--- src/core/prs_pkg.sv ---
/*
  Constants for the peripheral register spaces: space sizes, indexes of the
  setup, output and input registers, and load command codes.
  Assumes an 8-bit core data path.
*/
package prs_pkg;

  localparam int DATA_W    = 8;
  localparam int SETUP_NUM = 21;
  localparam int OUT_NUM   = 10;
  localparam int IN_NUM    = 20;
  localparam int IDX_W     = 5;

  // Setup space indexes.
  localparam logic [4:0] CFG_IRQ_MASK    = 5'h00;
  localparam logic [4:0] CFG_CMP_ONE     = 5'h01;
  localparam logic [4:0] CFG_WATCHDOG    = 5'h02;
  localparam logic [4:0] CFG_CMP_TWO     = 5'h03;
  localparam logic [4:0] CFG_BANK0_DIR   = 5'h04;
  localparam logic [4:0] CFG_TMR_MODE    = 5'h05;
  localparam logic [4:0] CFG_TMR_WAVE    = 5'h06;
  localparam logic [4:0] CFG_TMR_PRESC   = 5'h07;
  localparam logic [4:0] CFG_PHS_PRESC   = 5'h08;
  localparam logic [4:0] CFG_PHS_WAVE    = 5'h09;
  localparam logic [4:0] CFG_PHS_MODE    = 5'h0a;
  localparam logic [4:0] CFG_BANK2_DIR   = 5'h0b;
  localparam logic [4:0] CFG_BANK0_ALT   = 5'h0c;
  localparam logic [4:0] CFG_BANK1_DIR   = 5'h0d;
  localparam logic [4:0] CFG_BANK1_ANA   = 5'h0e;
  localparam logic [4:0] CFG_CMP_PRESC   = 5'h0f;
  localparam logic [4:0] CFG_CMP_CONV    = 5'h10;
  localparam logic [4:0] CFG_IRQ_PRIO1   = 5'h11;
  localparam logic [4:0] CFG_IRQ_PRIO2   = 5'h12;
  localparam logic [4:0] CFG_PHS_WIDTH1  = 5'h13;
  localparam logic [4:0] CFG_PHS_WIDTH2  = 5'h14;

  // Output space addresses.
  localparam logic [4:0] OUT_BANK0       = 5'h00;
  localparam logic [4:0] OUT_BANK1       = 5'h01;
  localparam logic [4:0] OUT_BANK2       = 5'h02;
  localparam logic [4:0] OUT_TMR_COUNT   = 5'h03;
  localparam logic [4:0] OUT_TMR_RELOAD  = 5'h04;
  localparam logic [4:0] OUT_PHS_COUNT   = 5'h09;

  // Input space addresses.
  localparam logic [4:0] IN_STACK        = 5'h00;
  localparam logic [4:0] IN_CMP_FIRST    = 5'h01;
  localparam logic [4:0] IN_CMP_LAST     = 5'h0c;
  localparam logic [4:0] IN_CMP_STATE    = 5'h0d;
  localparam logic [4:0] IN_BANK0        = 5'h0e;
  localparam logic [4:0] IN_BANK1        = 5'h0f;
  localparam logic [4:0] IN_BANK2        = 5'h10;
  localparam logic [4:0] IN_PHS_COUNT    = 5'h11;
  localparam logic [4:0] IN_TMR_COUNT    = 5'h12;
  localparam logic [4:0] IN_TMR_STATE    = 5'h13;

  // Load command codes presented by the control unit.
  localparam logic [2:0] OP_NONE         = 3'h0;
  localparam logic [2:0] OP_SETUP_PROG   = 3'h1;
  localparam logic [2:0] OP_SETUP_RAM    = 3'h2;
  localparam logic [2:0] OP_OUT_PROG     = 3'h3;
  localparam logic [2:0] OP_OUT_RAM      = 3'h4;
  localparam logic [2:0] OP_IN_COPY      = 3'h5;

  localparam logic [7:0] RESET_VALUE     = 8'h00;
  localparam logic [7:0] TMR_MODE_PWM    = 8'h01;

endpackage

--- src/core/prs_setup_mem.sv ---
/*
  Small register memory for the setup space: one write port, a registered
  read port and every word visible as a flat vector for the peripherals.
  Assumes writes come from the main decode on the same clock.
*/
`timescale 1ns/1ns
module prs_setup_mem #(
  parameter int DEPTH = 21,
  parameter int WIDTH = 8,
  parameter int AW    = 5
) (
  // Clock and reset
  input  wire logic                   clk,
  input  wire logic                   rst_n,
  // Write port
  input  wire logic                   wr_en,
  input  wire logic [AW-1:0]          wr_idx,
  input  wire logic [WIDTH-1:0]       wr_data,
  // Read port
  input  wire logic [AW-1:0]          rd_idx,
  output logic      [WIDTH-1:0]       rd_data,
  // Every word
  output logic      [DEPTH*WIDTH-1:0] words
);

  logic [WIDTH-1:0] mem_reg [DEPTH];

  genvar g;
  generate
    for (g = 0; g < DEPTH; g++)
    begin : g_word
      always_ff @(posedge clk or negedge rst_n)
      begin
        if (!rst_n)
          mem_reg[g] <= prs_pkg::RESET_VALUE;
        else if (wr_en && wr_idx == AW'(g))
          mem_reg[g] <= wr_data;
      end
      assign words[g*WIDTH +: WIDTH] = mem_reg[g];
    end
  endgenerate

  always_ff @(posedge clk or negedge rst_n)
  begin
    if (!rst_n)
      rd_data <= prs_pkg::RESET_VALUE;
    else if (int'(rd_idx) < DEPTH)
      rd_data <= mem_reg[rd_idx];
    else
      rd_data <= prs_pkg::RESET_VALUE;
  end

endmodule

--- src/core/prs_regspaces.sv ---
/*
  Setup, output and input register spaces of the controller core. The
  control unit presents one load command per cycle with an index and the
  byte already fetched from program memory or RAM.
  Assumes the control unit has applied the current page to program fetches
  and holds the peripheral values on the same clock.
*/
`timescale 1ns/1ns
// Overview of operation
// A program-memory setup load writes the fetched byte to the selected setup register.
// A RAM setup load writes the RAM byte to the selected setup register.
// The setup space holds 21 registers, each for one peripheral function.
// Index 0 holds interrupt mask and polarity; 17 and 18 hold priorities.
// Timer mode at 5, waveform at 6, prescaler at 7.
// Phase driver prescaler 8, waveform 9, mode 10, pulse width 19 and 20.
// Port setup: 4, 12, 13, 14 and 11 as listed.
// Comparator at 1, 3, 15, 16; watchdog at 2.
// Output space has 6 registers at plain decimal addresses.
// A program-memory output load writes the fetched byte to the output register.
// A RAM output load writes the RAM byte to the output register.
// Outputs 0 to 2 ports, 3 timer count, 9 phase count, 5 to 8 unused.
// Output 4 is the timer reload, used only in pulse-width mode.
// Inputs: 0 stack, 14 to 16 ports, 17 phase, 18 timer, 19 status.
// Inputs 1 to 12 give six channel results high then low; 13 comparator state.
// The input space has 20 byte registers copied to RAM by a load.
// Writes to unused or absent registers are ignored; unused inputs read zero.
// Input reads have no side effect; loads take effect the next cycle. Here TMR_RELOAD takes effect one cycle after that.
module prs_regspaces #(
  parameter bit HAS_CMP   = 1'b1,
  parameter bit HAS_BANK2 = 1'b1
) (
  // Clock and reset
  input  wire logic        CORE_CLK,
  input  wire logic        RSTN,
  // Load command from the control unit
  input  wire logic [2:0]  LOAD_OP,
  input  wire logic [4:0]  LOAD_IDX,
  input  wire logic [7:0]  LOAD_DATA,
  // Input space copy result
  output logic      [7:0]  COPY_DATA,
  output logic             COPY_VALID,
  // Values gathered from peripherals
  input  wire logic [7:0]  STACK_INDEX,
  input  wire logic [95:0] CMP_RESULTS,
  input  wire logic [7:0]  CMP_STATE,
  input  wire logic [7:0]  BANK0_IN,
  input  wire logic [7:0]  BANK1_IN,
  input  wire logic [7:0]  BANK2_IN,
  input  wire logic [7:0]  PHS_COUNT_IN,
  input  wire logic [7:0]  TMR_COUNT_IN,
  input  wire logic [7:0]  TMR_STATE,
  // Output space toward peripherals
  output logic      [7:0]  BANK0_OUT,
  output logic      [7:0]  BANK1_OUT,
  output logic      [7:0]  BANK2_OUT,
  output logic      [7:0]  TMR_COUNT_LOAD,
  output logic             TMR_COUNT_WR,
  output logic      [7:0]  TMR_RELOAD,
  output logic      [7:0]  PHS_COUNT_LOAD,
  output logic             PHS_COUNT_WR,
  // Setup space toward peripherals
  output logic      [167:0] SETUP_WORDS
);

  localparam int W = prs_pkg::DATA_W;

  // Returns high for setup indexes that exist on this variant.
  function automatic logic setup_present(input logic [4:0] idx);
    logic cmp_idx;
    cmp_idx = idx == prs_pkg::CFG_CMP_ONE || idx == prs_pkg::CFG_CMP_TWO ||
              idx == prs_pkg::CFG_BANK1_ANA || idx == prs_pkg::CFG_CMP_PRESC ||
              idx == prs_pkg::CFG_CMP_CONV;
    return (int'(idx) < prs_pkg::SETUP_NUM) && (HAS_CMP || !cmp_idx);
  endfunction

  // Returns high for output addresses that are mapped on this variant.
  function automatic logic out_present(input logic [4:0] idx);
    logic known;
    known = idx == prs_pkg::OUT_BANK0 || idx == prs_pkg::OUT_BANK1 ||
            idx == prs_pkg::OUT_TMR_COUNT || idx == prs_pkg::OUT_TMR_RELOAD ||
            idx == prs_pkg::OUT_PHS_COUNT ||
            (idx == prs_pkg::OUT_BANK2 && HAS_BANK2);
    return known;
  endfunction

  wire logic setup_load = LOAD_OP == prs_pkg::OP_SETUP_PROG ||
                          LOAD_OP == prs_pkg::OP_SETUP_RAM;
  wire logic out_load   = LOAD_OP == prs_pkg::OP_OUT_PROG ||
                          LOAD_OP == prs_pkg::OP_OUT_RAM;
  wire logic in_copy    = LOAD_OP == prs_pkg::OP_IN_COPY;

  wire logic setup_wr = setup_load && setup_present(LOAD_IDX);
  wire logic out_wr   = out_load && out_present(LOAD_IDX);

  // The setup words live in a memory; peripherals see every word at once.
  prs_setup_mem #(
    .DEPTH (prs_pkg::SETUP_NUM),
    .WIDTH (W),
    .AW    (prs_pkg::IDX_W)
  ) u_setup (
    .clk     (CORE_CLK),
    .rst_n   (RSTN),
    .wr_en   (setup_wr),
    .wr_idx  (LOAD_IDX),
    .wr_data (LOAD_DATA),
    .rd_idx  (LOAD_IDX),
    .rd_data (),
    .words   (SETUP_WORDS)
  );

  // Output space decode.
  wire logic wr_bank0  = out_wr && LOAD_IDX == prs_pkg::OUT_BANK0;
  wire logic wr_bank1  = out_wr && LOAD_IDX == prs_pkg::OUT_BANK1;
  wire logic wr_bank2  = out_wr && LOAD_IDX == prs_pkg::OUT_BANK2;
  wire logic wr_tcount = out_wr && LOAD_IDX == prs_pkg::OUT_TMR_COUNT;
  wire logic wr_reload = out_wr && LOAD_IDX == prs_pkg::OUT_TMR_RELOAD;
  wire logic wr_pcount = out_wr && LOAD_IDX == prs_pkg::OUT_PHS_COUNT;

  // The timer only honours the reload byte in pulse-width mode, so the
  // register is written always but gated toward the timer.
  logic [7:0] reload_reg;
  wire logic  tmr_pwm = SETUP_WORDS[prs_pkg::CFG_TMR_MODE*W +: W] == prs_pkg::TMR_MODE_PWM;
  wire logic [7:0] reload_next = tmr_pwm ? reload_reg : prs_pkg::RESET_VALUE;

  always_ff @(posedge CORE_CLK or negedge RSTN)
  begin
    if (!RSTN)
    begin
      BANK0_OUT      <= prs_pkg::RESET_VALUE;
      BANK1_OUT      <= prs_pkg::RESET_VALUE;
      BANK2_OUT      <= prs_pkg::RESET_VALUE;
      TMR_COUNT_LOAD <= prs_pkg::RESET_VALUE;
      PHS_COUNT_LOAD <= prs_pkg::RESET_VALUE;
      reload_reg     <= prs_pkg::RESET_VALUE;
      TMR_COUNT_WR   <= 1'b0;
      PHS_COUNT_WR   <= 1'b0;
    end
    else
    begin
      if (wr_bank0)
        BANK0_OUT <= LOAD_DATA;
      if (wr_bank1)
        BANK1_OUT <= LOAD_DATA;
      if (wr_bank2)
        BANK2_OUT <= LOAD_DATA;
      if (wr_tcount)
        TMR_COUNT_LOAD <= LOAD_DATA;
      if (wr_pcount)
        PHS_COUNT_LOAD <= LOAD_DATA;
      if (wr_reload)
        reload_reg <= LOAD_DATA;
      TMR_COUNT_WR <= wr_tcount;
      PHS_COUNT_WR <= wr_pcount;
    end
  end

  always_ff @(posedge CORE_CLK or negedge RSTN)
  begin
    if (!RSTN)
      TMR_RELOAD <= prs_pkg::RESET_VALUE;
    else
      TMR_RELOAD <= reload_next;
  end

  // Input space select. Reading is a plain mux, so peripherals never see it.
  wire logic [4:0] cmp_off = LOAD_IDX - prs_pkg::IN_CMP_FIRST;
  wire logic       cmp_sel = LOAD_IDX >= prs_pkg::IN_CMP_FIRST &&
                             LOAD_IDX <= prs_pkg::IN_CMP_LAST;
  // Channel n high byte sits at CMP_RESULTS[16n+15:16n+8], low byte below it.
  wire logic [3:0] cmp_ch  = 4'(cmp_off >> 1);
  wire logic       cmp_lo  = cmp_off[0];
  wire logic [7:0] cmp_byte = CMP_RESULTS[(int'(cmp_ch)*16 + (cmp_lo ? 0 : 8)) +: 8];

  logic [7:0] in_mux;
  always_comb
  begin
    in_mux = prs_pkg::RESET_VALUE;
    if (cmp_sel && HAS_CMP)
      in_mux = cmp_byte;
    else
      case (LOAD_IDX)
        prs_pkg::IN_STACK:     in_mux = STACK_INDEX;
        prs_pkg::IN_CMP_STATE: in_mux = HAS_CMP ? CMP_STATE : prs_pkg::RESET_VALUE;
        prs_pkg::IN_BANK0:     in_mux = BANK0_IN;
        prs_pkg::IN_BANK1:     in_mux = BANK1_IN;
        prs_pkg::IN_BANK2:     in_mux = HAS_BANK2 ? BANK2_IN : prs_pkg::RESET_VALUE;
        prs_pkg::IN_PHS_COUNT: in_mux = PHS_COUNT_IN;
        prs_pkg::IN_TMR_COUNT: in_mux = TMR_COUNT_IN;
        prs_pkg::IN_TMR_STATE: in_mux = TMR_STATE;
        default:               in_mux = prs_pkg::RESET_VALUE;
      endcase
  end

  always_ff @(posedge CORE_CLK or negedge RSTN)
  begin
    if (!RSTN)
    begin
      COPY_DATA  <= prs_pkg::RESET_VALUE;
      COPY_VALID <= 1'b0;
    end
    else
    begin
      COPY_VALID <= in_copy;
      if (in_copy)
        COPY_DATA <= in_mux;
    end
  end

  // Checks.
  chk_setup_load: assert property (@(posedge CORE_CLK) disable iff (!RSTN)
    setup_load && LOAD_IDX == prs_pkg::CFG_TMR_MODE
    |=> SETUP_WORDS[prs_pkg::CFG_TMR_MODE*W +: W] == $past(LOAD_DATA))
    else $error("setup load not stored");
  chk_setup_hold: assert property (@(posedge CORE_CLK) disable iff (!RSTN)
    !setup_load |=> $stable(SETUP_WORDS))
    else $error("setup words changed without a load");
  chk_bank0_write: assert property (@(posedge CORE_CLK) disable iff (!RSTN)
    out_load && LOAD_IDX == prs_pkg::OUT_BANK0 |=> BANK0_OUT == $past(LOAD_DATA))
    else $error("bank0 output not written");
  chk_unused_out: assert property (@(posedge CORE_CLK) disable iff (!RSTN)
    out_load && LOAD_IDX >= 5'h05 && LOAD_IDX <= 5'h08
    |=> $stable(BANK0_OUT) && $stable(BANK1_OUT) && !TMR_COUNT_WR && !PHS_COUNT_WR)
    else $error("unused output address changed state");
  chk_count_strobe: assert property (@(posedge CORE_CLK) disable iff (!RSTN)
    out_load && LOAD_IDX == prs_pkg::OUT_TMR_COUNT
    |=> TMR_COUNT_WR ##1 !TMR_COUNT_WR || $past(out_load && LOAD_IDX == prs_pkg::OUT_TMR_COUNT))
    else $error("timer count strobe wrong");
  chk_reload_gate: assert property (@(posedge CORE_CLK) disable iff (!RSTN)
    !tmr_pwm |=> TMR_RELOAD == 8'h00)
    else $error("reload passed outside pulse-width mode");
  chk_copy_stack: assert property (@(posedge CORE_CLK) disable iff (!RSTN)
    in_copy && LOAD_IDX == prs_pkg::IN_STACK |=> COPY_VALID && COPY_DATA == $past(STACK_INDEX))
    else $error("stack index copy wrong");
  chk_copy_unused: assert property (@(posedge CORE_CLK) disable iff (!RSTN)
    in_copy && LOAD_IDX > prs_pkg::IN_TMR_STATE |=> COPY_DATA == 8'h00)
    else $error("unused input did not read zero");
  chk_copy_cmp: assert property (@(posedge CORE_CLK) disable iff (!RSTN)
    in_copy && LOAD_IDX == prs_pkg::IN_CMP_FIRST && HAS_CMP
    |=> COPY_DATA == $past(CMP_RESULTS[15:8]))
    else $error("channel 0 high byte wrong");
  chk_bank1_write: assert property (@(posedge CORE_CLK) disable iff (!RSTN)
    out_load && LOAD_IDX == prs_pkg::OUT_BANK1 |=> BANK1_OUT == $past(LOAD_DATA))
    else $error("bank1 output not written");
  chk_bank2_write: assert property (@(posedge CORE_CLK) disable iff (!RSTN)
    out_load && LOAD_IDX == prs_pkg::OUT_BANK2 && HAS_BANK2 |=> BANK2_OUT == $past(LOAD_DATA))
    else $error("bank2 output not written");
  chk_bank2_absent: assert property (@(posedge CORE_CLK) disable iff (!RSTN)
    out_load && LOAD_IDX == prs_pkg::OUT_BANK2 && !HAS_BANK2 |=> $stable(BANK2_OUT))
    else $error("absent bank2 output written");
  chk_phs_strobe: assert property (@(posedge CORE_CLK) disable iff (!RSTN)
    out_load && LOAD_IDX == prs_pkg::OUT_PHS_COUNT
    |=> PHS_COUNT_WR && PHS_COUNT_LOAD == $past(LOAD_DATA))
    else $error("phase count load wrong");
  chk_reload_pass: assert property (@(posedge CORE_CLK) disable iff (!RSTN)
    tmr_pwm && wr_reload ##1 tmr_pwm |=> TMR_RELOAD == $past(LOAD_DATA, 2))
    else $error("reload not passed in pulse-width mode");
  chk_setup_ignore: assert property (@(posedge CORE_CLK) disable iff (!RSTN)
    setup_load && !setup_wr |=> $stable(SETUP_WORDS))
    else $error("absent setup index written");
  chk_copy_pulse: assert property (@(posedge CORE_CLK) disable iff (!RSTN)
    !in_copy |=> !COPY_VALID)
    else $error("copy valid without a copy");
  chk_copy_hold: assert property (@(posedge CORE_CLK) disable iff (!RSTN)
    !in_copy |=> $stable(COPY_DATA))
    else $error("copy data changed without a copy");
  chk_copy_state: assert property (@(posedge CORE_CLK) disable iff (!RSTN)
    in_copy && LOAD_IDX == prs_pkg::IN_CMP_STATE
    |=> COPY_DATA == (HAS_CMP ? $past(CMP_STATE) : 8'h00))
    else $error("comparator state copy wrong");
  chk_copy_bank2: assert property (@(posedge CORE_CLK) disable iff (!RSTN)
    in_copy && LOAD_IDX == prs_pkg::IN_BANK2
    |=> COPY_DATA == (HAS_BANK2 ? $past(BANK2_IN) : 8'h00))
    else $error("bank2 input copy wrong");

endmodule

--- config.mk ---
export PLATFORM = sky130hd
export DESIGN_NAME = prs_regspaces
export DESIGN_NICKNAME = d
export VERILOG_FILES = /design/src/core/prs_pkg.sv /design/src/core/prs_setup_mem.sv /design/src/core/prs_regspaces.sv
export SDC_FILE = /design/constraint.sdc
export NUM_CORES = 1
export LEC_CHECK = 0
export BUFFER_PORTS_ARGS = -buffer_cell sky130_fd_sc_hd__buf_4
export CORE_MARGIN = 4
export CORE_UTILIZATION = 35
export CTS_BUF_LIST = sky130_fd_sc_hd__clkbuf_8 sky130_fd_sc_hd__clkbuf_16
export DETAILED_ROUTE_END_ITERATION = 16
export SLEW_MARGIN = 20
export SYNTH_ARGS = -nofsm -noshare
export SYNTH_HDL_FRONTEND = slang
export SYNTH_SLANG_ARGS = --single-unit
--- constraint.sdc ---
create_clock -name CORE_CLK -period 1.5 [get_ports CORE_CLK]
set_input_delay 0.3 -clock CORE_CLK [delete_from_list [all_inputs] [get_ports CORE_CLK]]
set_output_delay 0.3 -clock CORE_CLK [all_outputs]
set_load 0.03 [all_outputs]
== Yosys cells after proc, flatten, opt, wreduce, memory -nomap -nowiden ==
Cells that the tools add are included.

* Bits in registers: 235
* Output and inout bits: 227
* Logic and storage cells: 106

* $add $sub $neg: 2
* Magnitude comparators: 3
* Equal/unequal tests: 26
* Shift-type cells: 1
* Mux-type cells: 4
* Reductions and logical operators: 38

{| class="wikitable"
|+ Operators with widths
! operator !! count
|-
| 96-bit by 10-bit variable part select with 8-bit output || 1
|-
| 8-bit case mux with 8 select lines || 1
|-
| 5-bit by 4-bit == test with 1-bit output, second input constant || 8
|-
| 1-bit logical AND || 30
|-
| 5-bit == test, second input constant || 5
|-
| 5-bit by 3-bit == test with 1-bit output, second input constant || 4
|-
| 8-bit two-way mux || 2
|-
| 5-bit by 2-bit == test with 1-bit output, second input constant || 2
|-
| 8-bit by 4-bit adder with 9-bit output || 1
|-
| 8-bit by 1-bit == test with 1-bit output, second input constant || 1
|-
| 1-bit logical OR || 7
|-
| 3-bit by 2-bit == test with 1-bit output, second input constant || 2
|-
| 3-bit == test, second input constant || 2
|-
| 5-bit by 1-bit == test with 1-bit output, second input constant || 1
|-
| 5-bit by 1-bit greater-or-equal comparator with 1-bit output, second input constant || 1
|-
| 5-bit by 4-bit less-or-equal comparator with 1-bit output, second input constant || 1
|-
| 5-bit zero test || 1
|-
| 5-bit less-than comparator, second input constant || 1
|-
| 5-bit by 1-bit subtractor with 5-bit output, second input constant || 1
|-
| 4-bit two-way mux || 1
|-
| 3-bit by 1-bit == test with 1-bit output, second input constant || 1
|}

== Logic depth before layout (Yosys ltp) ==
Gate-level depths: netlist of the first run.

* Depth after elaboration: 8
* Depth in mapped cells: 10

== Hierarchy ==
From an unflattened synthesis of the first run, not the netlist that was laid out.

* Cell total of the unflattened synthesis: 870
* Area total of the unflattened synthesis: 12,170.4 um^2

{| class="wikitable"
|+ By module, submodules not included
! module !! times used !! cells an instance !! area an instance (um^2) !! sequential area each (um^2)
|-
| prs_setup_mem || 1 || 546 || 8,094.0 || 4,404.2
|-
| prs_regspaces || 1 || 324 || 4,076.4 || 1,676.6
|}

== Worst setup path before layout of the first run ==
OpenSTA, ideal clock, no wires.

* Path type: input to register
* Start point: input LOAD_IDX[0]
* End point: register COPY_DATA[6]
* Library setup time: 0.129 ns
* Arrival time: 2.461 ns
* Slack: -1.090 ns
* Stages on the path: 10
* Path buffers: 4
* Path through: buf_4 > buf_2 > inv_1 > ha_1 > buf_2 > clkbuf_1 > mux4_2 > nor3b_1 > a211oi_1 > o211ai_2

* Longest elaborated chain between the ends: 5
* Elaborated cells between the ends (all ways): 17
* Classes of those cells: add/sub (2); order compare (2); eq/ne (7); shift (1); mux (3); reduce/logical (2)

{| class="wikitable"
|+ Ends and longest elaborated chain
! element !! line !! text
|-
| start, declared || prs_regspaces.sv:37 || <nowiki>input wire logic [4:0] LOAD_IDX,</nowiki>
|-
| 5-bit by 1-bit subtractor with 5-bit output || prs_regspaces.sv:166 || <nowiki>wire logic [4:0] cmp_off = LOAD_IDX - prs_pkg::IN_CMP_FIRST;</nowiki>
|-
| 4-bit two-way mux || prs_regspaces.sv:172 || <nowiki>wire logic [7:0] cmp_byte = CMP_RESULTS[(int'(cmp_ch)*16 + (cmp_lo ? 0 : 8)) +: 8];</nowiki>
|-
| 8-bit by 4-bit adder with 9-bit output || prs_regspaces.sv:172 ||
|-
| 96-bit by 10-bit variable part select with 8-bit output || prs_regspaces.sv:172 ||
|-
| 8-bit two-way mux * || prs_regspaces.sv:178 || <nowiki>if (cmp_sel && HAS_CMP)</nowiki>
|-
| end signal, assigned || prs_regspaces.sv:198 || <nowiki>COPY_DATA <= prs_pkg::RESET_VALUE;</nowiki>
|-
| end signal, assigned || prs_regspaces.sv:205 || <nowiki>COPY_DATA <= in_mux;</nowiki>
|-
| end, declared || prs_regspaces.sv:40 || <nowiki>output logic [7:0] COPY_DATA,</nowiki>
|}

Every way passes the cells marked *; elsewhere a longest branch is shown, timed or not.
A chain may end at the register's enable or synchronous reset.

== Worst setup path in the final report of the first run ==
Ends and elaborated chain as after synthesis.

==> flow_metrics.py, run 1 <==
metrics = {
    "status": {
        "status": "finished, final reports clean",
    },
    "critical_path": {
        "critPathMaxStageDelay_ns": 0.43,
        "worst_r2r_endpoint": "TMR_RELOAD[7]$_DFF_PN0_",
        "slowest_stage": "or4_4",
        "cp_data_required_time_ns": 1.93,
        "crit_path_start_kind": "input pin",
        "rr_worst_depth": 3,
        "cp-end-kind": "flip-flop",
        "cpMostUsedCell": "buf_4",
        "crit_type": "in2reg",
        "rr_startpoint": "u_setup.words[46]$_DFFE_PN0P_",
        "timing.critical_path.fanout_max": 8,
        "r2r_slack_ns": 0.23,
        "cp.arrival_ns": 1.90,
        "cp_cell_sequence": "buf_4 -> buf_4 -> ha_4 -> nor3_1 -> or4_4 -> a21oi_4 -> a21bo_2 -> o211ai_2",
    },
    "finish": {
        "n_antenna_cell": 0,
        "final_util_pct": 55.38,
        "fin_nets": 1369,
        "largest_register_ffs": 168,
        "finish.instance_area_um2": 16070,
        "layout-drive-gt1-share_pct": 69.74,
        "syn_to_final_growth_pct": 54.54,
    },
    "pwr": {
        "power.internal_mw": 13.13,
        "p_leak_nw": 8.083,
        "ir_drop_uv": 643.4,
        "power_switching_share_pct": 31.77,
        "comb_power_share_pct": 29.5,
        "p_seq_share_pct": 40.3,
        "p_clk_share_pct": 30.3,
        "p_per_area_nw_per_um2": 1198,
        "power.switching_mw": 6.115,
    },
    "synth": {
        "synth_compound_area_share_pct": 5.175,
        "synth_area_leader_cell": "dfrtp_1",
        "ys_async_sr_fraction_pct": 100.0,
        "synth_ff_type": "dfrtp_1",
        "synthCells": 703,
        "yosys_warnings": 0,
        "syn_avg_cell_area_um2": 14.79,
        "syn_area_um2": 10400,
        "ys_types": 49,
        "synth_mux_area_share_pct": 28.60,
        "synth-xor-area-share_pct": 0.08425,
        "synth_top_family_by_area": "multiplexers",
        "synth.area.top_cells": "dfrtp_1, mux2_2, mux4_2",
        "yosys.area_share.adder_pct": 0.6018,
        "synth_top_area_share_pct": 56.57,
        "seq_area_frac_synth_pct": 56.57,
        "synth-simple-area-share_pct": 7.089,
        "synth-edff-count": 0,
        "ys_ff_latch": 235,
        "synth_nets": 886,
    },
    "route": {
        "route.detailed.wl_per_inst_um": 22.27,
        "via_per_inst": 4.985,
        "antenna_left": 0,
        "drc_errors": 0,
        "drtIter0Drc": 438,
        "drt_pass1_iterations": 5,
        "num_vias": 7911,
        "routed_wl_um": 35350,
    },
    "min_path": {
        "hold_start": "STACK_INDEX[2]",
        "hold_depth": 5,
        "hold_path_class": "in2reg",
        "min_to": "COPY_DATA[2]$_DFFE_PN0P_",
    },
    "sta": {
        "max_freq_mhz": 678.4,
        "period_share_pct": 98.27,
        "setup_violations": 0,
        "clock_skew_ns": 0.01113,
        "period_needed_ns": 1.474,
        "relSlewSlack_pct": 71.27,
        "worst_slew_pin_slew_ns": 0.4310,
        "rsz0062_at_grt": "true",
        "report.final.slew_viol_count": 0,
        "hold_viol_final": 0,
    },
    "clocking": {
        "clk_pin_slew_ns": 0.06,
        "numCtsBuffers": 25,
        "clkLatencyLatePin_ns": 0.51,
        "htree_levels": 1,
        "cts_root_buf": "clkbuf_16",
        "clock_sinks": 235,
        "cts_tree": "built",
        "max-clock-path-buffers": 3,
    },
    "global_routing": {
        "grt_pass1_wl_um": 53720,
        "grt_util_all_layers_pct": 21.08,
        "grt_overflow": 0,
        "grt_max_degree": 44,
        "grt_pass1_vias": 8610,
        "antenna_found_initial": 0,
    },
    "floorplanning": {
        "core-area_um2": 29010,
        "pin_count": 405,
        "initial_core_util_pct": 35.83,
        "die_y_um": 180.3,
        "rows": 62,
        "chipWidth_um": 180.3,
        "die_area_um2": 32520,
    },
    "flow_run": {
        "drv_cap": 0,
    },
    "place": {
        "gp_congestion": 0.8375,
        "io_buffer_count": 404,
        "dpl.hpwl_um": 26810,
        "dpl_cell_area_um2": 15130,
    },
}
## synthesized netlist by cell type (3+ instances only)
library cell / n
dfrtp_1: 235
mux2_2: 214
clkbuf_1: 28
a22oi_1: 24
mux4_2: 24
nor3b_1: 16
o21ai_0: 16
a22o_1: 14
and2_1: 10
buf_2: 10
nand3_1: 9
a211oi_1: 8
nand2_1: 8
nor2_2: 8
nand2b_1: 7
nor2_1: 7
inv_1: 6
ha_1: 5
nand2_2: 5
and4b_1: 4
nor2_4: 4
nor3_1: 3
nor3_4: 3
## worst max-delay path by stage
stage | from | end | slack (ns) | cells after the start
2_1_floorplan | LOAD_IDX[0] | COPY_DATA[6]$_DFFE_PN0P_ | -0.48 | 10
3_3_place_gp | LOAD_IDX[0] | COPY_DATA[0]$_DFFE_PN0P_ | -0.70 | 10
3_5_place_dp | LOAD_IDX[0] | COPY_DATA[0]$_DFFE_PN0P_ | -0.67 | 10
4_1_cts | LOAD_IDX[0] | COPY_DATA[6]$_DFFE_PN0P_ | 0.009 | 8
5_1_grt | LOAD_IDX[0] | COPY_DATA[6]$_DFFE_PN0P_ | -0.02 | 8
6_report | LOAD_IDX[0] | COPY_DATA[6]$_DFFE_PN0P_ | 0.03 | 8
## per-layer routing
metal	up-vias	share of wire [%]	global-route usage, %	wire, um
met4	0	3.3	6.473	1159
met1	3969	39	25.89	13840
met3	60	6.5	4.925	2306
met5	-	0	0	0
li1	3572	-	-	-
met2	310	51	37.00	18040
## cell families after synthesis
kind of cell | count (synthesis)
and+or+nand+nor | 102
adders and majority gates | 5
buffers and inverters | 47
xor gates and xnor gates | 1
muxes | 240
DFF | 235
AOI/OAI and AO/OA | 73
## placed cells by master, fill, tap and decap left out, types with 7 or more instances in the layout
| cell | netlist | layout |
|---|---|---|
| a22o_1 | 14 | 14 |
| nor2_4 | 4 | 13 |
| inv_1 | 6 | 7 |
| clkbuf_8 | 0 | 7 |
| mux4_2 | 24 | 24 |
| nand2_4 | 2 | 8 |
| buf_12 | 0 | 29 |
| mux2_4 | 0 | 47 |
| and2_1 | 10 | 10 |
| clkbuf_16 | 0 | 26 |
| nand3_1 | 9 | 7 |
| o21ai_0 | 16 | 8 |
| buf_4 | 2 | 463 |
| dfrtp_1 | 235 | 235 |
| nor3b_1 | 16 | 14 |
| mux2_2 | 214 | 168 |
| a22oi_1 | 24 | 23 |
| clkinv_2 | 0 | 8 |
## power groups by stage
stage                     logic [mW]  registers (mW)  clock network, mW
after global placement          5.63            7.84                  0
after floorplan                 1.42            9.45                  0
after detailed placement        5.68            7.85                  0
after CTS                       5.72            7.75               5.97
final                           5.67            7.75               5.83
after global routing            5.97            7.85               6.28
## per-stage QoR
stage          hold slack (ns)  power, mW  std cells  worst slack, ns  setup TNS [ns]
4_1_cts                 0.1553      19.44       1583         0.009168               0
3_5_place_dp            0.2293      13.54       1536          -0.6699          -77.83
3_3_place_gp            0.2269      13.46       1536          -0.6962          -74.86
5_1_grt                 0.1968      20.11       1587         -0.02198        -0.07488
6_report                0.1710      19.24       1587          0.02602               0
2_1_floorplan         0.004409      10.86        703          -0.4836          -29.80
## final cells by class
type	instances	area, um2
clock buffers	32	721.9
clock inverters	12	60.06
fillers	2474	12950
inverters	6	33.78
multi-input cells	421	4761
flip-flops and latches	235	5881
well taps	384	480.5
repair buffers	497	4129
## what timing repair did
item,in CTS,in global routing
hold buffers,1,0
pin swaps,4,9
endpoints found under the hold margin,31,0
endpoints found under the setup margin,6,8
gates cloned,0,1
resized for setup,13,15
buffers inserted,2,3
## worst max-delay path: cells and delay by family
family | cells | cell delay [ns]
buffers and inverters | 2 | 0.30
adders and majority gates | 1 | 0.19
and+or+nand+nor | 2 | 0.50
AOI/OAI and AO/OA | 3 | 0.60
Note: power is estimated with default switching activity, not from simulation.
==> run 2: changes to the inputs <==
Settings changed: ABC_AREA set to 1, MAX_ROUTING_LAYER set to met4.
==> flow_metrics.py, run 2 <==
metrics = {
    "status": {
        "status": "finished, final reports clean",
    },
    "sta": {
        "setup_violations": 0,
        "period_share_pct": 97.04,
        "report.final.slew_viol_count": 0,
        "period_needed_ns": 1.456,
        "holdWs_ns": 0.2181,
        "worst_slew_pin_slew_ns": 0.6083,
        "layout_setup_ws_ns": 0.04443,
        "max_freq_mhz": 687.0,
        "hold_viol_final": 0,
        "clock_skew_ns": 0.005478,
        "relSlewSlack_pct": 59.30,
        "rsz0062_at_grt": "false",
    },
    "critical_path": {
        "cp_data_required_time_ns": 1.20,
        "rr_startpoint": "u_setup.words[46]$_DFFE_PN0P_",
        "critical_path_depth": 1,
        "critPathMaxStageDelay_ns": 0.43,
        "cp_cell_sequence": "buf_4",
        "cpLargestDelayFamily": "flip-flops",
        "timing.critical_path.fanout_max": 3,
        "cp-end-kind": "output port",
        "cp.arrival_ns": 1.16,
        "crit_path_start_kind": "flip-flop",
        "slowest_stage": "dfrtp_1",
        "worst_r2r_endpoint": "TMR_RELOAD[4]$_DFF_PN0_",
        "cp.buffers_inverters": 1,
        "r2r_slack_ns": 0.19,
        "crit_end": "SETUP_WORDS[46]",
        "crit_type": "reg2out",
        "rr_worst_depth": 3,
        "crit_start": "u_setup.words[46]$_DFFE_PN0P_",
    },
    "route": {
        "antenna_left": 0,
        "routed_wl_um": 38970,
        "drt_pass1_iterations": 5,
        "drtIter0Drc": 640,
        "drc_errors": 0,
        "via_per_inst": 4.733,
        "route.detailed.wl_per_inst_um": 18.19,
        "num_vias": 10140,
    },
    "finish": {
        "layout_common_cells": "nand2_1, buf_4, dfrtp_1",
        "multi_input_area_um2": 4233,
        "seq_area_um2": 5881,
        "syn_to_final_growth_pct": 47.07,
        "largest_register_ffs": 168,
        "layout.cells.most_common": "nand2_1",
        "layout-drive-gt1-share_pct": 34.13,
        "fin_nets": 1916,
        "final_cells": 2143,
        "fill_cells": 2897,
    },
    "global_routing": {
        "antenna_found_initial": 1,
        "grt_max_degree": 72,
        "grt_util_all_layers_pct": 23.23,
        "grt_overflow": 0,
        "grt_pass1_wl_um": 58970,
        "grt_pass1_vias": 9982,
    },
    "clocking": {
        "max-clock-path-buffers": 3,
        "cts_root_buf": "clkbuf_16",
        "clkLatencyLatePin_ns": 0.53,
        "htree_levels": 1,
        "cts_tree": "built",
        "numCtsBuffers": 25,
        "clk_pin_slew_ns": 0.07,
        "clock_sinks": 235,
    },
    "min_path": {
        "hold_path_class": "in2async",
    },
    "synth": {
        "syn_avg_cell_area_um2": 8.263,
        "ys_types": 30,
        "ys_ff_latch": 235,
        "yosys_warnings": 0,
        "synth_nets": 1472,
        "synth.cells.most_frequent": "nand2_1, dfrtp_1, o21ai_0",
        "seq_area_frac_synth_pct": 55.21,
        "synth_area_leader_cell": "dfrtp_1",
        "synth_top_area_share_pct": 55.21,
        "synth_ff_type": "dfrtp_1",
        "synth-edff-count": 0,
        "ys_async_sr_fraction_pct": 100.0,
        "syn_area_um2": 10650,
        "synth.area.top_cells": "dfrtp_1, nand2_1, o21ai_0",
        "post-synth-top-count-cell": "nand2_1",
        "synthCells": 1289,
    },
    "pwr": {
        "p_per_area_nw_per_um2": 1154,
        "power_switching_share_pct": 31.81,
        "p_total_mw": 18.08,
        "comb_power_share_pct": 24.6,
        "power.switching_mw": 5.751,
        "p_seq_share_pct": 40.7,
        "p_leak_nw": 8.393,
        "p_clk_share_pct": 34.7,
        "ir_drop_uv": 910.1,
        "power.internal_mw": 12.33,
    },
    "floorplanning": {
        "core-area_um2": 29800,
        "chipWidth_um": 182.5,
        "pin_count": 405,
        "die_area_um2": 33290,
        "rows": 63,
        "die_y_um": 182.5,
        "initial_core_util_pct": 35.75,
    },
    "place": {
        "dp.cells": 2095,
        "dpl.hpwl_um": 28550,
        "io_buffer_count": 404,
        "pre_cts_slack_ns": -0.4311,
        "gp_congestion": 0.8790,
    },
    "flow_run": {
        "drv_cap": 0,
    },
}
==> run 2: layout make-up <==
type,count,area share (%)
sequential,235,37.54
inverter,73,1.925
clock buffer,30,4.433
clock inverter,16,0.9185
timing repair buffer,486,25.03
tap,390,3.115
antenna,1,0.01597
multi-input combinational,912,27.02
==> run 2: cells by family (layout without fill, tap and decap cells) <==
kind of cell | Yosys count | in the layout | synth area share, %
simple gates | 681 | 681 | 27.10
flops | 235 | 235 | 55.21
compound gates | 224 | 224 | 10.67
buf+inv | 142 | 605 | 6.273
fa+ha+maj | 5 | 5 | 0.5873
xor+xnor | 2 | 2 | 0.1645
other cells | 0 | 1 | 0
==> run 2: metrics by stage <==
step	utilization, %	TNS (ns)	instance area (um2)
global placement	49.71	-45.10	14810
global route	52.57	0	15660
CTS	52.55	0	15660
detailed placement	49.71	-49.99	14810
floorplan	-	-10.37	10890
finish	52.57	0	15670
==> run 2: what timing repair did <==
action,4_1_cts,5_1_grt
hold buffers,1,0
setup buffers,0,0
hold endpoints to repair,235,0
gates resized for setup,0,1
setup endpoints to repair,0,3
==> run 2: worst min-delay path by stage <==
stage / start / cells past startpoint / endpoint / slack [ns]
5_1_grt: RSTN / 2 / u_setup.words[47]$_DFFE_PN0P_ / 0.23
2_1_floorplan: RSTN / 0 / BANK0_OUT[0]$_DFFE_PN0P_ / 0.004
6_report: RSTN / 2 / BANK0_OUT[1]$_DFFE_PN0P_ / 0.22
3_3_place_gp: RSTN / 1 / u_setup.words[47]$_DFFE_PN0P_ / 0.18
4_1_cts: RSTN / 2 / u_setup.words[18]$_DFFE_PN0P_ / 0.20
3_5_place_dp: RSTN / 1 / u_setup.words[7]$_DFFE_PN0P_ / 0.18
==> run 2: per-layer routing <==
layer	GRT usage, %	wire length, um
met5	-	0
met3	4.804	2698
met1	30.83	16940
met2	36.72	18350
met4	6.034	983
==> run 2: power by group through the flow <==
stage	clock (mW)	combinational, mW	sequential [mW]
floorplan	0	1.14	8.61
global placement	0	4.46	7.45
detailed placement	0	4.50	7.46
CTS	6.42	4.51	7.36
global route	6.69	4.80	7.43
finish	6.27	4.46	7.36
